**src/inc/pfcvp_pkg.sv**
```systemverilog
// Purpose: shared constants of the pfc valley and fault protection block
// Assumes: pclk at 100 MHz, sense codes of 0.1 uA per lsb
// Notes:   register map is on a 32-bit apb bus, one word per register
package pfcvp_pkg;
   localparam int CLK_PERIOD_NS = 10;
   localparam int SENSE_W = 12;
   localparam int APB_AW = 8;

   // times in their own units, cycle counts derived from the clock period
   localparam int VALLEY_QUALIFY_NS = 200;
   localparam int VALLEY_QUALIFY_CYC = (VALLEY_QUALIFY_NS + CLK_PERIOD_NS - 1) / CLK_PERIOD_NS;
   localparam int LEB_NS = 300;
   localparam int LEB_CYC = (LEB_NS + CLK_PERIOD_NS - 1) / CLK_PERIOD_NS;
   localparam int BROWNOUT_DWELL_MS = 56;
   localparam int BROWNOUT_DWELL_CYC = BROWNOUT_DWELL_MS * 1000000 / CLK_PERIOD_NS;
   localparam int RESTART_US = 1600;
   localparam int RESTART_CYC = RESTART_US * 1000 / CLK_PERIOD_NS;
   localparam int OVERLOAD_MS = 112;
   localparam int OVERLOAD_CYC = OVERLOAD_MS * 1000000 / CLK_PERIOD_NS;
   localparam longint SHUTDOWN_MS = 2500;
   localparam int SHUTDOWN_CYC = int'(SHUTDOWN_MS * 1000000 / CLK_PERIOD_NS);

   // sense levels in 0.1 uA codes
   localparam int REF_CODE = 1290;
   localparam int OVP_TRIP_PCT = 105;
   localparam int OVP_TRIP_CODE = REF_CODE * OVP_TRIP_PCT / 100;
   localparam int STARTUP_PCT = 90;
   localparam int STARTUP_CODE = REF_CODE * STARTUP_PCT / 100;
   localparam int BO_LOW_RST = 316;
   localparam int BO_HIGH_RST = 396;
   localparam int OVP_HYST_RST = 26;

   // register byte offsets
   localparam logic [APB_AW-1:0] ADDR_CTRL = 8'h00;
   localparam logic [APB_AW-1:0] ADDR_BO_LOW = 8'h04;
   localparam logic [APB_AW-1:0] ADDR_BO_HIGH = 8'h08;
   localparam logic [APB_AW-1:0] ADDR_OVP_HYST = 8'h0C;
   localparam logic [APB_AW-1:0] ADDR_STATUS = 8'h10;
   localparam logic [APB_AW-1:0] ADDR_VALLEY_CNT = 8'h14;
   localparam logic CTRL_EN_RST = 1'b1;

   // status register bit positions
   localparam int ST_BROWNOUT = 0;
   localparam int ST_OVP = 1;
   localparam int ST_RESTART = 2;
   localparam int ST_SHUTDOWN = 3;
   localparam int ST_STARTUP = 4;
   localparam int ST_POWER_LIMIT = 5;
   localparam int ST_GATE = 6;
   localparam int ST_OVERLOAD = 7;
   localparam int STATUS_W = 8;
endpackage : pfcvp_pkg

```
**src/hw/pfcvp_dwell_timer.sv**
```systemverilog
// Purpose: counts cycles while a condition holds, flags when the limit is reached
// Assumes: run is synchronous to pclk
// Notes:   done stays high one cycle after run drops, so a falling edge can still see it
`timescale 1ns/1ps
module pfcvp_dwell_timer
   import pfcvp_pkg::*;
#(
   parameter int LIMIT = VALLEY_QUALIFY_CYC
) (
   // clock and reset
   input wire logic pclk,
   input wire logic presetn,
   // condition and result
   input wire logic run,
   output logic done
);
   localparam int CW = $clog2(LIMIT + 1);

   typedef struct packed {
      logic [CW-1:0] cnt;
   } pfcvp_timer_t;

   pfcvp_timer_t st_reg;
   pfcvp_timer_t st_next;

   always_comb begin
      st_next = st_reg;
      if (!run) begin
         st_next.cnt = '0;
      end else if (st_reg.cnt != CW'(LIMIT)) begin
         st_next.cnt = st_reg.cnt + CW'(1);
      end
   end

   always_ff @(posedge pclk or negedge presetn) begin
      if (!presetn) begin
         st_reg <= '0;
      end else begin
         st_reg <= st_next;
      end
   end

   assign done = (st_reg.cnt == CW'(LIMIT));
endmodule : pfcvp_dwell_timer

```
**src/hw/pfcvp_protect.sv**
```systemverilog
// Purpose: valley qualification and fault protection gating the boost gate drive
// Assumes: all inputs synchronous to pclk; sense inputs are 0.1 uA codes
// Notes:   on-time length and frequency come from the outside calculator
//
// Summary of operation
// RULE1 - valley pulse only after comparator high without break for 200 ns
// RULE2 - a falling edge without full qualification gives no pulse and no cycle
// RULE3 - valleys may be skipped; a cycle starts only on a requested qualified valley
// RULE4 - brownout compares the digitised line sense current with its thresholds
// RULE5 - below low level for over 56 ms declares brownout and stops gating
// RULE6 - brownout ends after line sense stays above high level 56 ms
// RULE7 - brownout levels reset to 31.6 uA and 39.6 uA, giving hysteresis
// RULE8 - brownout means standby; recovery returns to normal operation
// RULE9 - feedback above 105 percent of reference stops the gate at once
// RULE10 - after overvoltage, gating resumes below trip level minus hysteresis
// RULE11 - cycle overcurrent checked only while on and after blanking
// RULE12 - cycle limit comparator ends the on-time immediately
// RULE13 - severe limit stops the gate and blocks switching 1.6 ms, then restarts
// RULE14 - moderate overload in normal mode holds rated power while link droops
// RULE15 - link below startup threshold enters startup; nominal cancels it
// RULE16 - persisting overload repeats droop, startup and rated limiting
// RULE17 - startup below 90 percent of nominal, kept until nominal again
// RULE18 - feedback reference current is 129 uA
// RULE19 - overload over 112 ms shuts down 2.5 s, then restarts
// RULE20 - gate allowed only with no brownout, overvoltage, overcurrent or inhibit
//
// The register addresses and register access over APB were decided locally.
`timescale 1ns/1ps
module pfcvp_protect
   import pfcvp_pkg::*;
#(
   parameter int BO_DWELL = BROWNOUT_DWELL_CYC,
   parameter int RESTART_LEN = RESTART_CYC,
   parameter int OVERLOAD_LEN = OVERLOAD_CYC,
   parameter int SHUTDOWN_LEN = SHUTDOWN_CYC
) (
   // clock and reset
   input wire logic pclk,
   input wire logic presetn,
   // apb slave
   input wire logic psel,
   input wire logic penable,
   input wire logic pwrite,
   input wire logic [APB_AW-1:0] paddr,
   input wire logic [31:0] pwdata,
   output logic [31:0] prdata,
   output logic pready,
   output logic pslverr,
   // sense inputs
   input wire logic valley_detect_input,
   input wire logic [SENSE_W-1:0] line_sense_input,
   input wire logic [SENSE_W-1:0] link_feedback_input,
   input wire logic cycle_limit_cmp,
   input wire logic severe_limit_cmp,
   // from the on-time calculator
   input wire logic cycle_request,
   input wire logic on_time_end,
   input wire logic power_at_limit,
   // outputs
   output logic gate_drive_output,
   output logic valley_qualified_pulse,
   output logic startup_mode,
   output logic standby_mode,
   output logic power_limit_active
);
   localparam int RW = $clog2(RESTART_LEN + 1);
   localparam int OW = $clog2(OVERLOAD_LEN + 1);
   localparam int SW = $clog2(SHUTDOWN_LEN + 1);

   typedef struct packed {
      logic [31:0] prdata;
      logic ctrl_en;
      logic [SENSE_W-1:0] bo_low;
      logic [SENSE_W-1:0] bo_high;
      logic [SENSE_W-1:0] ovp_hyst;
      logic prev_valley;
      logic valley_pulse;
      logic [15:0] valley_cnt;
      logic gate_on;
      logic brownout;
      logic overvoltage_protection;
      logic startup;
      logic had_normal;
      logic plim;
      logic [RW-1:0] restart_cnt;
      logic [OW-1:0] overload_cnt;
      logic [SW-1:0] shutdown_cnt;
   } pfcvp_state_t;

   localparam pfcvp_state_t ST_RESET = '{
      prdata: 32'h0,
      ctrl_en: CTRL_EN_RST,
      bo_low: SENSE_W'(BO_LOW_RST),
      bo_high: SENSE_W'(BO_HIGH_RST),
      ovp_hyst: SENSE_W'(OVP_HYST_RST),
      prev_valley: 1'b0,
      valley_pulse: 1'b0,
      valley_cnt: 16'h0,
      gate_on: 1'b0,
      brownout: 1'b0,
      overvoltage_protection: 1'b0,
      startup: 1'b1,
      had_normal: 1'b0,
      plim: 1'b0,
      restart_cnt: '0,
      overload_cnt: '0,
      shutdown_cnt: '0
   };

   pfcvp_state_t st_reg;
   pfcvp_state_t st_next;

   logic qual_done;
   logic leb_done;
   logic bo_low_done;
   logic bo_high_done;
   logic bo_low_run;
   logic bo_high_run;
   logic ovp_trip;
   logic valley_fire;
   logic ocp_window;
   logic severe_hit;
   logic cycle_cut;
   logic ov_cond;
   logic allow;
   logic brown_start;
   logic shut_start;
   logic addr_hit;
   logic [SENSE_W-1:0] ovp_release;
   logic [STATUS_W-1:0] status;

   // level dwell timers
   pfcvp_dwell_timer #(.LIMIT(VALLEY_QUALIFY_CYC)) u_qual (
      .pclk(pclk), .presetn(presetn), .run(valley_detect_input), .done(qual_done)); // [RULE1]
   pfcvp_dwell_timer #(.LIMIT(LEB_CYC)) u_leb (
      .pclk(pclk), .presetn(presetn), .run(st_reg.gate_on), .done(leb_done)); // [RULE11]
   pfcvp_dwell_timer #(.LIMIT(BO_DWELL)) u_bo_low (
      .pclk(pclk), .presetn(presetn), .run(bo_low_run), .done(bo_low_done)); // [RULE5]
   pfcvp_dwell_timer #(.LIMIT(BO_DWELL)) u_bo_high (
      .pclk(pclk), .presetn(presetn), .run(bo_high_run), .done(bo_high_done)); // [RULE6]

   assign bo_low_run = !st_reg.brownout && (line_sense_input < st_reg.bo_low); // [RULE4]
   assign bo_high_run = st_reg.brownout && (line_sense_input > st_reg.bo_high); // [RULE4]

   assign addr_hit = (paddr == ADDR_CTRL) || (paddr == ADDR_BO_LOW) || (paddr == ADDR_BO_HIGH) ||
                     (paddr == ADDR_OVP_HYST) || (paddr == ADDR_STATUS) || (paddr == ADDR_VALLEY_CNT);

   always_comb begin
      status = '0;
      status[ST_BROWNOUT] = st_reg.brownout;
      status[ST_OVP] = st_reg.overvoltage_protection;
      status[ST_RESTART] = (st_reg.restart_cnt != '0);
      status[ST_SHUTDOWN] = (st_reg.shutdown_cnt != '0);
      status[ST_STARTUP] = st_reg.startup;
      status[ST_POWER_LIMIT] = st_reg.plim;
      status[ST_GATE] = st_reg.gate_on;
      status[ST_OVERLOAD] = (st_reg.overload_cnt != '0);
   end

   always_comb begin
      st_next = st_reg;
      // trip level is 105 percent of the 129 uA reference
      ovp_trip = link_feedback_input > SENSE_W'(OVP_TRIP_CODE); // [RULE18]
      // hysteresis above the trip level wraps; software must keep it small
      ovp_release = SENSE_W'(OVP_TRIP_CODE) - st_reg.ovp_hyst;
      valley_fire = st_reg.prev_valley && !valley_detect_input && qual_done; // [RULE2]
      ocp_window = st_reg.gate_on && leb_done; // [RULE11]
      severe_hit = ocp_window && severe_limit_cmp;
      cycle_cut = ocp_window && cycle_limit_cmp;
      ov_cond = (!st_reg.startup && power_at_limit) || (st_reg.startup && st_reg.had_normal);
      // a fault flagged at this edge must already hold the gate off, not one cycle later
      brown_start = !st_reg.brownout && bo_low_done; // [RULE5]
      shut_start = (st_reg.shutdown_cnt == '0) && (st_reg.overload_cnt == OW'(OVERLOAD_LEN)); // [RULE19]
      allow = st_reg.ctrl_en && !st_reg.brownout && !st_reg.overvoltage_protection && !ovp_trip &&
              !brown_start && !shut_start &&
              (st_reg.restart_cnt == '0) && (st_reg.shutdown_cnt == '0); // [RULE20]

      // valley qualification
      st_next.prev_valley = valley_detect_input;
      st_next.valley_pulse = valley_fire; // [RULE1]
      if (valley_fire) begin
         st_next.valley_cnt = st_reg.valley_cnt + 16'h0001;
      end

      // brownout with separate entry and exit dwell
      if (!st_reg.brownout && bo_low_done) begin
         st_next.brownout = 1'b1; // [RULE5] [RULE8]
      end else if (st_reg.brownout && bo_high_done) begin
         st_next.brownout = 1'b0; // [RULE6] [RULE8]
      end

      // overvoltage, released only below the hysteresis band
      if (ovp_trip) begin
         st_next.overvoltage_protection = 1'b1; // [RULE9]
      end else if (link_feedback_input < ovp_release) begin
         st_next.overvoltage_protection = 1'b0; // [RULE10]
      end

      // startup mode below 90 percent, cleared at nominal
      if (link_feedback_input < SENSE_W'(STARTUP_CODE)) begin
         st_next.startup = 1'b1; // [RULE15] [RULE17]
      end else if (link_feedback_input >= SENSE_W'(REF_CODE)) begin
         st_next.startup = 1'b0; // [RULE15] [RULE17]
         st_next.had_normal = 1'b1;
      end
      // in normal mode the calculator caps power; link may droop to the startup level
      st_next.plim = !st_next.startup && power_at_limit; // [RULE14] [RULE16]

      // severe overcurrent restart inhibit
      if (severe_hit) begin
         st_next.restart_cnt = RW'(RESTART_LEN); // [RULE13]
      end else if (st_reg.restart_cnt != '0) begin
         st_next.restart_cnt = st_reg.restart_cnt - RW'(1);
      end

      // overload duration and long shutdown
      if (st_reg.shutdown_cnt != '0) begin
         st_next.shutdown_cnt = st_reg.shutdown_cnt - SW'(1);
         st_next.overload_cnt = '0;
      end else if (st_reg.overload_cnt == OW'(OVERLOAD_LEN)) begin
         st_next.shutdown_cnt = SW'(SHUTDOWN_LEN); // [RULE19]
         st_next.overload_cnt = '0;
      end else if (ov_cond) begin
         st_next.overload_cnt = st_reg.overload_cnt + OW'(1); // [RULE16]
      end else begin
         st_next.overload_cnt = '0;
      end

      // gate drive
      if (!allow || cycle_cut || severe_hit || on_time_end) begin
         st_next.gate_on = 1'b0; // [RULE12] [RULE13] [RULE20]
      end else if (!st_reg.gate_on && valley_fire && cycle_request) begin
         st_next.gate_on = 1'b1; // [RULE3]
      end

      // apb: read data captured in setup so it is a flop in the access phase
      if (psel && !penable) begin
         unique case (paddr)
            ADDR_CTRL: st_next.prdata = 32'(st_reg.ctrl_en);
            ADDR_BO_LOW: st_next.prdata = 32'(st_reg.bo_low);
            ADDR_BO_HIGH: st_next.prdata = 32'(st_reg.bo_high);
            ADDR_OVP_HYST: st_next.prdata = 32'(st_reg.ovp_hyst);
            ADDR_STATUS: st_next.prdata = 32'(status);
            ADDR_VALLEY_CNT: st_next.prdata = 32'(st_reg.valley_cnt);
            default: st_next.prdata = 32'h0;
         endcase
      end
      if (psel && penable && pwrite) begin
         unique case (paddr)
            ADDR_CTRL: st_next.ctrl_en = pwdata[0];
            ADDR_BO_LOW: st_next.bo_low = pwdata[SENSE_W-1:0]; // [RULE7]
            ADDR_BO_HIGH: st_next.bo_high = pwdata[SENSE_W-1:0]; // [RULE7]
            ADDR_OVP_HYST: st_next.ovp_hyst = pwdata[SENSE_W-1:0];
            default: ;
         endcase
      end
   end

   always_ff @(posedge pclk or negedge presetn) begin
      if (!presetn) begin
         st_reg <= ST_RESET;
      end else begin
         st_reg <= st_next;
      end
   end

   assign prdata = st_reg.prdata;
   assign pready = 1'b1;
   assign pslverr = psel && penable && !addr_hit;
   assign gate_drive_output = st_reg.gate_on;
   assign valley_qualified_pulse = st_reg.valley_pulse;
   assign startup_mode = st_reg.startup;
   assign standby_mode = st_reg.brownout; // [RULE8]
   assign power_limit_active = st_reg.plim;

   a_valley_qualify: assert property (@(posedge pclk) disable iff (!presetn) // [RULE1]
      valley_qualified_pulse |-> !$past(valley_detect_input, 1) && $past(valley_detect_input, 2) &&
      $past(valley_detect_input, 21))
      else $error("valley pulse without full qualify interval");
   a_glitch_reject: assert property (@(posedge pclk) disable iff (!presetn) // [RULE2]
      $fell(valley_detect_input) && !$past(valley_detect_input, 20) |=> !valley_qualified_pulse)
      else $error("glitch produced a valley pulse");
   a_gate_on_valley: assert property (@(posedge pclk) disable iff (!presetn) // [RULE3]
      $rose(gate_drive_output) |-> valley_qualified_pulse && $past(cycle_request))
      else $error("gate started without a requested qualified valley");
   a_bo_entry: assert property (@(posedge pclk) disable iff (!presetn) // [RULE5]
      $rose(standby_mode) |-> $past(bo_low_done) && !gate_drive_output)
      else $error("brownout entered before low dwell elapsed");
   a_bo_exit: assert property (@(posedge pclk) disable iff (!presetn) // [RULE6]
      $fell(standby_mode) |-> $past(bo_high_done))
      else $error("brownout left before high dwell elapsed");
   a_ovp_stop: assert property (@(posedge pclk) disable iff (!presetn) // [RULE9]
      link_feedback_input > SENSE_W'(OVP_TRIP_CODE) |=> !gate_drive_output && st_reg.overvoltage_protection)
      else $error("gate not stopped on overvoltage");
   a_ovp_resume: assert property (@(posedge pclk) disable iff (!presetn) // [RULE10]
      $fell(st_reg.overvoltage_protection) |-> $past(link_feedback_input) < $past(ovp_release))
      else $error("overvoltage released above hysteresis level");
   a_leb_blank: assert property (@(posedge pclk) disable iff (!presetn) // [RULE11]
      gate_drive_output && !leb_done && allow && !on_time_end |=> gate_drive_output)
      else $error("gate cut inside blanking interval");
   a_cycle_limit: assert property (@(posedge pclk) disable iff (!presetn) // [RULE12]
      gate_drive_output && leb_done && cycle_limit_cmp |=> !gate_drive_output)
      else $error("cycle limit did not end on-time");
   a_severe_block: assert property (@(posedge pclk) disable iff (!presetn) // [RULE13]
      severe_hit |=> !gate_drive_output && st_reg.restart_cnt == RW'(RESTART_LEN))
      else $error("severe overcurrent did not start restart delay");
   a_startup_entry: assert property (@(posedge pclk) disable iff (!presetn) // [RULE17]
      link_feedback_input < SENSE_W'(STARTUP_CODE) |=> startup_mode)
      else $error("startup mode not entered below threshold");
   a_overload_shut: assert property (@(posedge pclk) disable iff (!presetn) // [RULE19]
      st_reg.overload_cnt == OW'(OVERLOAD_LEN) && st_reg.shutdown_cnt == '0 |=>
      st_reg.shutdown_cnt == SW'(SHUTDOWN_LEN) && !gate_drive_output)
      else $error("overload did not start shutdown");
   a_gate_allowed: assert property (@(posedge pclk) disable iff (!presetn) // [RULE20]
      gate_drive_output |-> $past(allow))
      else $error("gate on while protection inhibits");
endmodule : pfcvp_protect

```
**config.mk**
```make
export PLATFORM = sky130hd
export DESIGN_NAME = pfcvp_protect
export DESIGN_NICKNAME = d
export VERILOG_FILES = /design/src/inc/pfcvp_pkg.sv /design/src/hw/pfcvp_dwell_timer.sv /design/src/hw/pfcvp_protect.sv
export SDC_FILE = /design/constraint.sdc
export NUM_CORES = 1
export LEC_CHECK = 0
export ABC_AREA = 1
export BUFFER_PORTS_ARGS = -buffer_cell sky130_fd_sc_hd__buf_2
export CORE_ASPECT_RATIO = 2
export CORE_UTILIZATION = 61
export CTS_BUF_LIST = sky130_fd_sc_hd__clkbuf_8
export DETAILED_ROUTE_END_ITERATION = 16
export PLACE_DENSITY = 0.91
export REMOVE_ABC_BUFFERS = 1
export SLEW_MARGIN = 20
export SYNTH_ARGS = -nofsm -noshare
export SYNTH_HDL_FRONTEND = slang
export SYNTH_SLANG_ARGS = --single-unit
```
**constraint.sdc**
```tcl
create_clock -name pclk -period 2.6 [get_ports pclk]
set_input_delay 0.13 -clock pclk [delete_from_list [all_inputs] [get_ports pclk]]
set_output_delay 0.13 -clock pclk [all_outputs]
set_load 0.01 [all_outputs]
```
==> results of run 1 <==
final cells by class:
type / instances / area share (%)
multi-input combinational: 1238 / 44.97
clock inverter: 17 / 0.6051
tap: 262 / 2.366
timing repair buffer: 111 / 5.355
inverter: 230 / 6.231
sequential: 203 / 36.79
clock buffer: 37 / 3.676
worst max-delay path by stage:
stage,startpoint,endpoint,slack [ps],depth (start not counted)
after global routing,st_reg[95],st_reg[73],90,14
after CTS,st_reg[95],st_reg[73],260,14
after detailed placement,st_reg[95],st_reg[73],290,14
after global placement,st_reg[95],st_reg[73],310,14
after floorplan,st_reg[95],st_reg[73],480,14
final,st_reg[95],st_reg[73],320,14
logic make-up after synthesis:
logic type,after synthesis
flops,203
compound gates,139
buf+inv,285
simple gates,951
xor+xnor,83
other cells,2
fa+ha+maj,48
metal layers:
| layer | up-vias | routed length (um) | part of all wire [%] | global-route usage (%) |
|---|---|---|---|---|
| met4 | 0 | 3290 | 9.5 | 29.02 |
| met3 | 203 | 1759 | 5.1 | 4.583 |
| met5 | - | 0 | 0 | 0 |
| li1 | 5573 | - | - | - |
| met2 | 470 | 18280 | 53 | 63.05 |
| met1 | 5487 | 11210 | 32 | 34.37 |
critical path: cells and delay by family, from the launching register on:
kind	cells	cell delay (ps)
simple gates	7	500
xor+xnor	1	180
flops	1	570
fa+ha+maj	2	450
compound gates	4	470
power by group:
| group | internal [mW] | switching [mW] |
|---|---|---|
| clock network | 1.29 | 1.30 |
| registers | 3.31 | 0.150 |
| logic | 0.337 | 0.577 |
synthesized netlist by cell type (6+ instances only):
cell and number:
sky130_fd_sc_hd__xnor2_1 21, sky130_fd_sc_hd__nand4_1 33, sky130_fd_sc_hd__nand2_1 411, sky130_fd_sc_hd__o21ai_0 90
sky130_fd_sc_hd__clkbuf_1 11, sky130_fd_sc_hd__or2_2 7, sky130_fd_sc_hd__dfrtp_1 189, sky130_fd_sc_hd__nor2_1 281
sky130_fd_sc_hd__ha_1 48, sky130_fd_sc_hd__xor2_1 62, sky130_fd_sc_hd__nand3_1 128, sky130_fd_sc_hd__buf_4 33
sky130_fd_sc_hd__dfstp_2 14, sky130_fd_sc_hd__nor3_1 50, sky130_fd_sc_hd__nor2_2 7, sky130_fd_sc_hd__nand3b_1 6
sky130_fd_sc_hd__buf_2 9, sky130_fd_sc_hd__a21oi_1 33, sky130_fd_sc_hd__nor2_4 7, sky130_fd_sc_hd__inv_1 225
sky130_fd_sc_hd__nand2_2 6
stage by stage:
step           utilization (%)  area (sq um)  std cells  power, mW
2_1_floorplan                -         12190       1671      4.038
3_3_place_gp             65.00         13000       2018      4.308
3_5_place_dp             65.00         13000       2018      4.362
4_1_cts                  69.26         13850       2098      6.961
5_1_grt                  69.26         13850       2098      7.245
6_report                 69.26         13850       2098      6.958
layout by cell type (no fill, tap or decap), types with 38 or more instances in the layout:
master                     synthesis  layout
sky130_fd_sc_hd__clkbuf_8          0      38
sky130_fd_sc_hd__buf_2             9      75
sky130_fd_sc_hd__ha_1             48      48
sky130_fd_sc_hd__nor2_1          281     281
sky130_fd_sc_hd__nand2_1         411     411
sky130_fd_sc_hd__o21ai_0          90      89
sky130_fd_sc_hd__xor2_1           62      62
sky130_fd_sc_hd__dfrtp_1         189     189
sky130_fd_sc_hd__inv_1           225     237
sky130_fd_sc_hd__nand3_1         128     128
sky130_fd_sc_hd__nor3_1           50      50
repair_timing:
item	in CTS	in global routing
hold buffers	26	0
endpoints found under the setup margin	0	1
resized for setup	0	1
hold endpoints to repair	132	0
==> metrics, run 1 <==
top cells by area in the synthesized netlist=sky130_fd_sc_hd__dfrtp_1, sky130_fd_sc_hd__nand2_1, sky130_fd_sc_hd__nor2_1; sequence of cells on the critical path=ha_1 -> nor2_1 -> o21ai_1 -> nand2_1 -> nand2_1 -> a21oi_1 -> xor2_1 -> ha_1 -> nand2_1 -> o21ai_0 -> a21oi_1 -> nand2_1 -> nand2_1 -> nand2_1; vias per cell=between 5 and 6; area of the die=around 0.021 sq mm; Overall Global Routing Usage=35.04%; Final Critical Period=between 2000 and 2500 ps; worst r2r src=st_reg[95]; clock slew seen by the registers of the worst setup and hold paths=70 ps; number of DRC violations after detailed-routing iteration 0=roughly 710; final setup fails=0; number of buffers inserted during clock tree synthesis=30; Placement Rows=73; Clk Latency, worst-skew pair=630 ps; final-layout worst hold slack=-10.09 ps; Async SR Flop Fraction=100.0%; max-slew violation total from the final report=0; register bit total from synthesis=between 200 and 250; Data required, critical path=3080 ps; startpoint kind of the worst setup timing path=register; Least-Margin Pin Slew=829.5 ps; arrival time reported for the critical path endpoint=2760 ps; largest family of logic cells by synthesized area=simple AND/OR/NAND/NOR gates; start-to-end type of the worst setup path=reg2reg; clock sink count=approximately 200; leakage=7.053 nW; xor and xnor fraction of the mapped netlist area=a little under 6%; number of cells on the worst reg-to-reg path=14; multi-input gate area in the final layout=0.006231 sq mm; dpl ws=approximately 290 ps; combined area of all synthesized cells=0.01249 sq mm; filler instances=1601; post-synthesis sequential area ratio=40.81%; layout net count=1937; violated checks=hold timing; height of the chip=204.4 um; Pre-antenna DRT Iters=6; terminating pin of the worst hold path=startup_mode; I/O pin cnt=114; max reg flops=between 100 and 150; arithmetic-cell share of the synthesized area counting full adders, half adders and majority gates=about 4.8%; maximum fanout along the worst path=4; antenna violations before repair=0; worst hold-check path type=in2reg; yosys warns=0; average wire per standard cell=16.47 um; maximum vdd drop=roughly 0.47 mV; main flop type after synthesis=sky130_fd_sc_hd__dfrtp_1; setup slack of the critical path after layout=315.8 ps; CTS tree=built; first-pass GRT wire length=56510 um; remaining antenna violation count after routing=0; total negative slack for setup checks=0 ps; maximum number of pins on one net before global-route repair=78; starting density of the core=a little over three fifths; share of the cycle needed by the critical path after routing=87.85%; number of flops mapped to enable cells by yosys=0; Cells after Synth=1711; routability-driven placement congestion ratio=0.9693; floorplan core area=0.02000 sq mm; CP most frequent cell=sky130_fd_sc_hd__nand2_1; DPL Wire Length=between 20000 and 30000 um; highest-delay cell along the critical path=sky130_fd_sc_hd__dfstp_2; final hold viol count=1; total of buffers placed on input and output ports=76; Critical Path Sink Type=register; Die Width=between 100 and 150 um; RSZ-0062 raised after global routing=false; CP peak stage delay=570 ps; number of levels the H-tree was split into=1; Max Clock Skew=47.99 ps; synthesized-area fraction occupied by ao, oa, aoi and oai cells=5.799%; total grt overflow=0; slew margin rel.=about 44%; vias=11730; distinct cell type count after synthesis=approximately 40; Max Freq=0.4378 GHz; min-delay src=link_feedback_input[8]; simple-gate area share of the yosys netlist=between 30% and 40%; diodes inserted=0; cell area power density=502.2 mW/mm^2; drt drc=0; share of final-layout standard cells stronger than drive strength 1=about a tenth; worst-case clock buffer depth=3; hold path cells=6; number of global-route vias before repair=12070; Sequential Area=0.005097 sq mm; Post-Synthesis Mean Instance Area=7.301 sq um; number of buffers inserted by post-CTS setup repair=0; Max-cap violations=0; mux cell area share after synthesis=0%; root buffer cell=sky130_fd_sc_hd__clkbuf_8; Yosys top cell area share=between 30% and 40%; largest area contributor in the synthesized netlist=sky130_fd_sc_hd__dfrtp_1; result of the run=finished, violations left; endpoint of the worst-slack reg-to-reg timing path=st_reg[73]; worst reg-to-reg setup slack=320 ps; final routed wirelength across all metal layers=between 30000 and 40000 um; area growth from synthesis to layout=10.91%
Note: power is estimated with default switching activity, not from simulation.
==> inputs of run 2 (changes only) <==
--- a/config.mk
+++ b/config.mk
@@ -9,7 +9,7 @@
 export BUFFER_PORTS_ARGS = -buffer_cell sky130_fd_sc_hd__buf_2
 export CORE_ASPECT_RATIO = 2
 export CORE_UTILIZATION = 61
-export CTS_BUF_LIST = sky130_fd_sc_hd__clkbuf_8
+export CTS_BUF_LIST = sky130_fd_sc_hd__clkbuf_16
 export DETAILED_ROUTE_END_ITERATION = 16
 export PLACE_DENSITY = 0.91
 export REMOVE_ABC_BUFFERS = 1
==> run 2 against run 1 <==
The flow now finishes without violations. Global-route usage shrank 0.16 points. Die area is the same. Sequential cell count did not move. Sequential share of layout area increased by 0.13 points. Clock-buffer cell count shrank 17. Clock skew shrank 21 ps. Register-to-register slack about the same.
==> metrics, run 2 (synthesized netlist as in run 1, its figures left out) <==
layout net count=1921 (was 1937); starting density of the core=62.45% (unchanged); number of cells on the worst reg-to-reg path=14 (unchanged); worst reg-to-reg setup slack=310 ps (was 320 ps); arrival time reported for the critical path endpoint=2690 ps (was 2760 ps); vias=11760 (was 11730); area growth from synthesis to layout=10.52% (was 10.91%); share of the cycle needed by the critical path after routing=87.96% (was 87.85%); DPL Wire Length=25430 um (unchanged); Pre-antenna DRT Iters=5 (was 6); cell area power density=517.4 mW/mm^2 (was 502.2 mW/mm^2); hold path cells=4 (was 6); min-delay src=severe_limit_cmp (was link_feedback_input[8]); sum of buffers and inverters on the critical path=0 (unchanged); total of buffers placed on input and output ports=76 (unchanged); final-layout worst hold slack=86.35 ps (was -10.09 ps); terminating pin of the worst hold path=st_reg[59] (was startup_mode); RSZ-0062 raised after global routing=false (unchanged); floorplan core area=0.02000 sq mm (unchanged); maximum vdd drop=0.6354 mV (was 0.4685 mV); number of DRC violations after detailed-routing iteration 0=607 (was 707); final routed wirelength across all metal layers=34210 um (was 34550 um); height of the chip=204.4 um (unchanged); worst r2r src=st_reg[95] (unchanged); most common library cell in the layout ignoring fill and taps=sky130_fd_sc_hd__nand2_1 (unchanged); number of global-route vias before repair=11950 (was 12070); worst-case clock buffer depth=3 (unchanged); family of cells with the greatest summed delay on the critical path=flip-flops (unchanged); Least-Margin Pin Slew=895.6 ps (was 829.5 ps); Data required, critical path=3000 ps (was 3080 ps); root buffer cell=sky130_fd_sc_hd__clkbuf_16 (was sky130_fd_sc_hd__clkbuf_8); Overall Global Routing Usage=34.88% (was 35.04%); CP peak stage delay=570 ps (about the same); result of the run=completed (was finished, violations left); diodes inserted=0 (unchanged); share of final-layout standard cells stronger than drive strength 1=9.166% (was 9.858%); Critical Path Sink Type=register (unchanged); number of buffers inserted during clock tree synthesis=20 (was 30); number of buffers inserted by post-CTS setup repair=0 (unchanged); I/O pin cnt=114 (unchanged); startpoint kind of the worst setup timing path=register (unchanged); total negative slack for setup checks=0 ps (unchanged); number of levels the H-tree was split into=1 (unchanged); Max Freq=0.4373 GHz (was 0.4378 GHz); leakage=6.982 nW (was 7.053 nW); maximum number of pins on one net before global-route repair=78 (unchanged); worst hold-check path type=in2reg (unchanged); final hold viol count=0 (was 1); routability-driven placement congestion ratio=0.9693 (unchanged); Worst Setup SP=st_reg[95] (unchanged); CTS tree=built (unchanged); antenna violations before repair=0 (unchanged); final setup fails=0 (unchanged); area of the die=0.02109 sq mm (unchanged); highest-delay cell along the critical path=sky130_fd_sc_hd__dfstp_2 (unchanged); endpoint of the worst-slack reg-to-reg timing path=st_reg[73] (unchanged); clock slew seen by the registers of the worst setup and hold paths=70 ps (about the same); Clk Latency, worst-skew pair=530 ps (was 630 ps); start-to-end type of the worst setup path=reg2reg (unchanged); average wire per standard cell=16.50 um (was 16.47 um); slew margin rel.=39.84% (was 44.28%); Max Clock Skew=26.51 ps (was 47.99 ps); vias per cell=5.675 (was 5.592); sum of internal, switching and leakage power=7.143 mW (was 6.958 mW); max-slew violation total from the final report=0 (unchanged); first-pass GRT wire length=56220 um (was 56510 um); Final Critical Period=2287 ps (was 2284 ps); Placement Rows=73 (unchanged); CP most frequent cell=sky130_fd_sc_hd__nand2_1 (unchanged); clock sink count=203 (unchanged); max reg flops=126 (unchanged); remaining antenna violation count after routing=0 (unchanged); Die Width=103.2 um (unchanged); maximum fanout along the worst path=4 (unchanged); total grt overflow=0 (unchanged); Max-cap violations=0 (unchanged); sequence of cells on the critical path=ha_1 -> nor2_1 -> o21ai_1 -> nand2_1 -> nand2_1 -> a21oi_1 -> xor2_1 -> ha_1 -> nand2_1 -> o21ai_0 -> a21oi_1 -> nand2_1 -> nand2_1 -> nand2_1 (unchanged); drt drc=0 (unchanged); leading cell types in the layout, fill and taps excluded=sky130_fd_sc_hd__nand2_1, sky130_fd_sc_hd__nor2_1, sky130_fd_sc_hd__inv_1 (unchanged)
-- run 2: changes by cell type in the layout (fill, tap and decap cells not counted), sizes merged --
| cell | previous run | this run |
|---|---|---|
| bufinv | 0 | 1 |
| clkbuf | 38 | 21 |
| clkinv | 5 | 12 |
| dlygate4sd3 | 26 | 20 |
| inv | 241 | 231 |
-- run 2: repair_timing --
| action | CTS | global route |
|---|---|---|
| endpoints found under the hold margin | 118 | 0 |
| resized for setup | 0 | 1 |
| hold buffers | 20 | 0 |
| endpoints found under the setup margin | 0 | 1 |
-- run 2: per-stage QoR --
stage               util [%]  area (sq um)  std cells  setup WS (ps)
global route           69.02         13810       2073          87.58
CTS                    69.02         13810       2073          257.4
global placement       65.00         13000       2018          311.2
detailed placement     65.00         13000       2018          287.9
floorplan                  -         12190       1671          480.4
finish                 69.02         13810       2073          313.0
-- run 2: final cells by class --
type | instances | area [sq um]
Timing Repair Buffer | 105 | 681.9
Clock inverter | 15 | 103.9
Tap cell | 262 | 327.8
Fill cell | 1588 | 6197
Sequential cell | 203 | 5097
Clock buffer | 20 | 500.5
Inverter | 230 | 863.3
Multi-Input combinational cell | 1238 | 6231
-- run 2: worst max path at each step --
stage / to / slack [ps] / cells after the start
3_3_place_gp: st_reg[73] / 310 / 14
3_5_place_dp: st_reg[73] / 290 / 14
6_report: st_reg[73] / 310 / 14
2_1_floorplan: st_reg[73] / 480 / 14
5_1_grt: st_reg[73] / 90 / 14
4_1_cts: st_reg[73] / 260 / 14
-- run 2: power breakdown --
part,internal (mW),switching (mW),total [mW]
logic,0.332,0.570,0.902
registers,3.31,0.154,3.46
clock network,1.50,1.28,2.78
-- run 2: worst register-to-register path, stage by stage, from the launching register on --
cell,delay (ps)
sky130_fd_sc_hd__dfstp_2,570
sky130_fd_sc_hd__ha_1,200
sky130_fd_sc_hd__nor2_1,80
sky130_fd_sc_hd__o21ai_1,200
sky130_fd_sc_hd__nand2_1,70
sky130_fd_sc_hd__nand2_1,100
sky130_fd_sc_hd__a21oi_1,80
sky130_fd_sc_hd__xor2_1,180
sky130_fd_sc_hd__ha_1,260
sky130_fd_sc_hd__nand2_1,70
sky130_fd_sc_hd__o21ai_0,80
sky130_fd_sc_hd__a21oi_1,120
sky130_fd_sc_hd__nand2_1,70
sky130_fd_sc_hd__nand2_1,60
sky130_fd_sc_hd__nand2_1,50
-- run 2: layer usage --
metal	track usage (%)	vias up	routed length, um
li1	-	5529	-
met5	0	-	0
met4	28.82	0	3163
met3	4.446	188	1770
met1	34.78	5554	11060
met2	62.29	493	18220
==> inputs of run 3 (changes only) <==
--- a/config.mk
+++ b/config.mk
@@ -11,7 +11,7 @@
 export CORE_UTILIZATION = 61
 export CTS_BUF_LIST = sky130_fd_sc_hd__clkbuf_16
 export DETAILED_ROUTE_END_ITERATION = 16
-export PLACE_DENSITY = 0.91
+export PLACE_DENSITY = 0.82
 export REMOVE_ABC_BUFFERS = 1
 export SLEW_MARGIN = 20
 export SYNTH_ARGS = -nofsm -noshare
==> run 3 against run 2 <==
Die area unchanged. Total power increased by 7.1%. Worst hold slack got worse by 26 ps. Highest routed layer unchanged.
==> metrics, run 3 (synthesized netlist as in run 1, its figures left out) <==
antenna violations before repair=0 (unchanged); vias=11540 (was 11760); sum of internal, switching and leakage power=7.647 mW (was 7.143 mW); Max Clock Skew=14.08 ps (was 26.51 ps); Die Width=103.2 um (unchanged); GR met1 Demand/Resource=33.01% (was 34.78%); layout net count=1918 (was 1921); floorplan core area=0.02000 sq mm (unchanged); switching portion of total power=26.63% (was 28.01%); number of levels the H-tree was split into=1 (unchanged); most common library cell in the layout ignoring fill and taps=sky130_fd_sc_hd__nand2_1 (unchanged); family of cells with the greatest summed delay on the critical path=flip-flops (unchanged); Clk Latency, worst-skew pair=520 ps (was 530 ps); cell area power density=549.7 mW/mm^2 (was 517.4 mW/mm^2); max-slew violation total from the final report=0 (unchanged); Placement Rows=73 (unchanged); number of buffers inserted during clock tree synthesis=20 (unchanged); Critical Path Sink Type=register (unchanged); net switching power=2.036 mW (was 2.001 mW); max reg flops=126 (unchanged); placed cell areas=0.01300 sq mm (unchanged); maximum vdd drop=0.6782 mV (was 0.6354 mV); drt drc=0 (unchanged); share of the cycle needed by the critical path after routing=88.95% (was 87.96%); endpoint of the worst-slack reg-to-reg timing path=st_reg[73] (unchanged); root buffer cell=sky130_fd_sc_hd__clkbuf_16 (unchanged); met3 usage=3.728% (was 4.446%); vias per cell=5.570 (was 5.675); leakage=7.031 nW (was 6.982 nW); Least-Margin Pin Slew=742.6 ps (was 895.6 ps); diodes inserted=0 (unchanged); Max-cap violations=0 (unchanged); startpoint kind of the worst setup timing path=register (unchanged); proportion of power drawn by the clock network=42.9% (was 38.9%); maximum fanout along the worst path=4 (unchanged); CP most frequent cell=sky130_fd_sc_hd__nand2_1 (unchanged); worst r2r src=st_reg[95] (unchanged); DPL Wire Length=24830 um (was 25430 um); slew margin rel.=50.11% (was 39.84%); clock sink count=203 (unchanged); sequence of cells on the critical path=ha_1 -> nor2_1 -> o21ai_0 -> nand2_1 -> nand2_1 -> a21oi_1 -> xor2_1 -> ha_1 -> nand2_1 -> o21ai_0 -> a21oi_1 -> nand2_1 -> nand2_1 -> nand2_1 (was ha_1 -> nor2_1 -> o21ai_1 -> nand2_1 -> nand2_1 -> a21oi_1 -> xor2_1 -> ha_1 -> nand2_1 -> o21ai_0 -> a21oi_1 -> nand2_1 -> nand2_1 -> nand2_1); internal power=5.611 mW (was 5.142 mW); worst reg-to-reg setup slack=290 ps (was 310 ps); area of the die=0.02109 sq mm (unchanged); result of the run=completed (unchanged); area growth from synthesis to layout=11.36% (was 10.52%); dpl ws=292.1 ps (was 287.9 ps); Pre-antenna DRT Iters=5 (unchanged); highest-delay cell along the critical path=sky130_fd_sc_hd__dfstp_2 (unchanged); I/O pin cnt=114 (unchanged); number of standard cells in the final layout excluding fillers=2071 (was 2073); total negative slack for setup checks=0 ps (unchanged); Data required, critical path=3000 ps (about the same); remaining antenna violation count after routing=0 (unchanged); final-layout worst hold slack=60.17 ps (was 86.35 ps); setup slack of the critical path after layout=287.4 ps (was 313.0 ps); Gate power share=11.9% (was 12.6%); starting density of the core=62.45% (unchanged); average wire per standard cell=16.08 um (was 16.50 um); sum of buffers and inverters on the critical path=0 (unchanged); total grt overflow=0 (unchanged); total of buffers placed on input and output ports=76 (unchanged); Worst Setup SP=st_reg[95] (unchanged); clock slew seen by the registers of the worst setup and hold paths=70 ps (about the same); number of cells on the worst reg-to-reg path=14 (unchanged); arrival time reported for the critical path endpoint=2720 ps (was 2690 ps); worst hold-check path type=in2reg (unchanged); global routing usage on met2=60.74% (was 62.29%); Reg power frac=45.2% (was 48.4%); final setup fails=0 (unchanged); routability-driven placement congestion ratio=0.9985 (was 0.9693); final routed wirelength across all metal layers=33300 um (was 34210 um); share of final-layout standard cells stronger than drive strength 1=9.508% (was 9.166%); final design area excluding fillers=0.01391 sq mm (was 0.01381 sq mm); number of DRC violations after detailed-routing iteration 0=683 (was 607); height of the chip=204.4 um (unchanged); first-pass GRT wire length=53860 um (was 56220 um); maximum number of pins on one net before global-route repair=80 (was 78); number of stages on the worst setup path=14 (unchanged); Max Freq=0.4324 GHz (was 0.4373 GHz); CP peak stage delay=560 ps (was 570 ps); leading cell types in the layout, fill and taps excluded=sky130_fd_sc_hd__nand2_1, sky130_fd_sc_hd__nor2_1, sky130_fd_sc_hd__inv_1 (unchanged); worst-case clock buffer depth=3 (unchanged); Final Critical Period=2313 ps (was 2287 ps); number of global-route vias before repair=11700 (was 11950); final hold viol count=0 (unchanged); end of the critical path=st_reg[73] (unchanged); Overall Global Routing Usage=33.43% (was 34.88%); final core area utilization=69.54% (was 69.02%); Cell Count Post-Placement=2018 (unchanged); start-to-end type of the worst setup path=reg2reg (unchanged); RSZ-0062 raised after global routing=false (unchanged); busiest grt layer=met2 (unchanged); CTS tree=built (unchanged)
## run 3: how the worst min path moves through the flow
stage / slack [ps] / cells past startpoint / end / startpoint
after detailed placement: 220 / 1 / st_reg[51] / presetn
after CTS: 50 / 6 / startup_mode / link_feedback_input[8]
final: 60 / 6 / startup_mode / link_feedback_input[8]
after global routing: 60 / 6 / startup_mode / link_feedback_input[8]
after global placement: 210 / 1 / st_reg[51] / presetn
after floorplan: -170 / 0 / gate_drive_output / presetn
## run 3: layout make-up
| class | count | area, sq um |
|---|---|---|
| Clock buffer | 21 | 525.5 |
| Clock inverter | 15 | 214.0 |
| Fill cell | 1605 | 6092 |
| Inverter | 230 | 863.3 |
| Multi-Input combinational cell | 1238 | 6231 |
| Sequential cell | 203 | 5097 |
| Tap cell | 262 | 327.8 |
| Timing Repair Buffer | 102 | 651.9 |
## run 3: tightest hold or removal path, delay by kind of cell
family | cells | cell delay (ps)
buf+inv | 1 | 120
simple gates | 5 | 310
## run 3: repair_timing
item,4_1_cts,5_1_grt
gates resized for setup,0,0
setup buffers,0,0
hold buffers,17,0
endpoints found under the hold margin,122,0
## run 3: power by group through the flow
stage / logic (mW) / clock network, mW / registers (mW)
finish: 0.913 / 3.28 / 3.45
global route: 1.03 / 3.43 / 3.47
CTS: 0.906 / 3.32 / 3.45
detailed placement: 0.862 / 0 / 3.50
global placement: 0.823 / 0 / 3.49
floorplan: 0.570 / 0 / 3.47
## run 3: routing by layer
metal	wire length [um]	vias up	share of wire, %
li1	-	5537	-
met1	11090	5367	33
met2	17780	442	53
met3	1407	189	4.2
met4	3019	0	9.1
met5	0	-	0
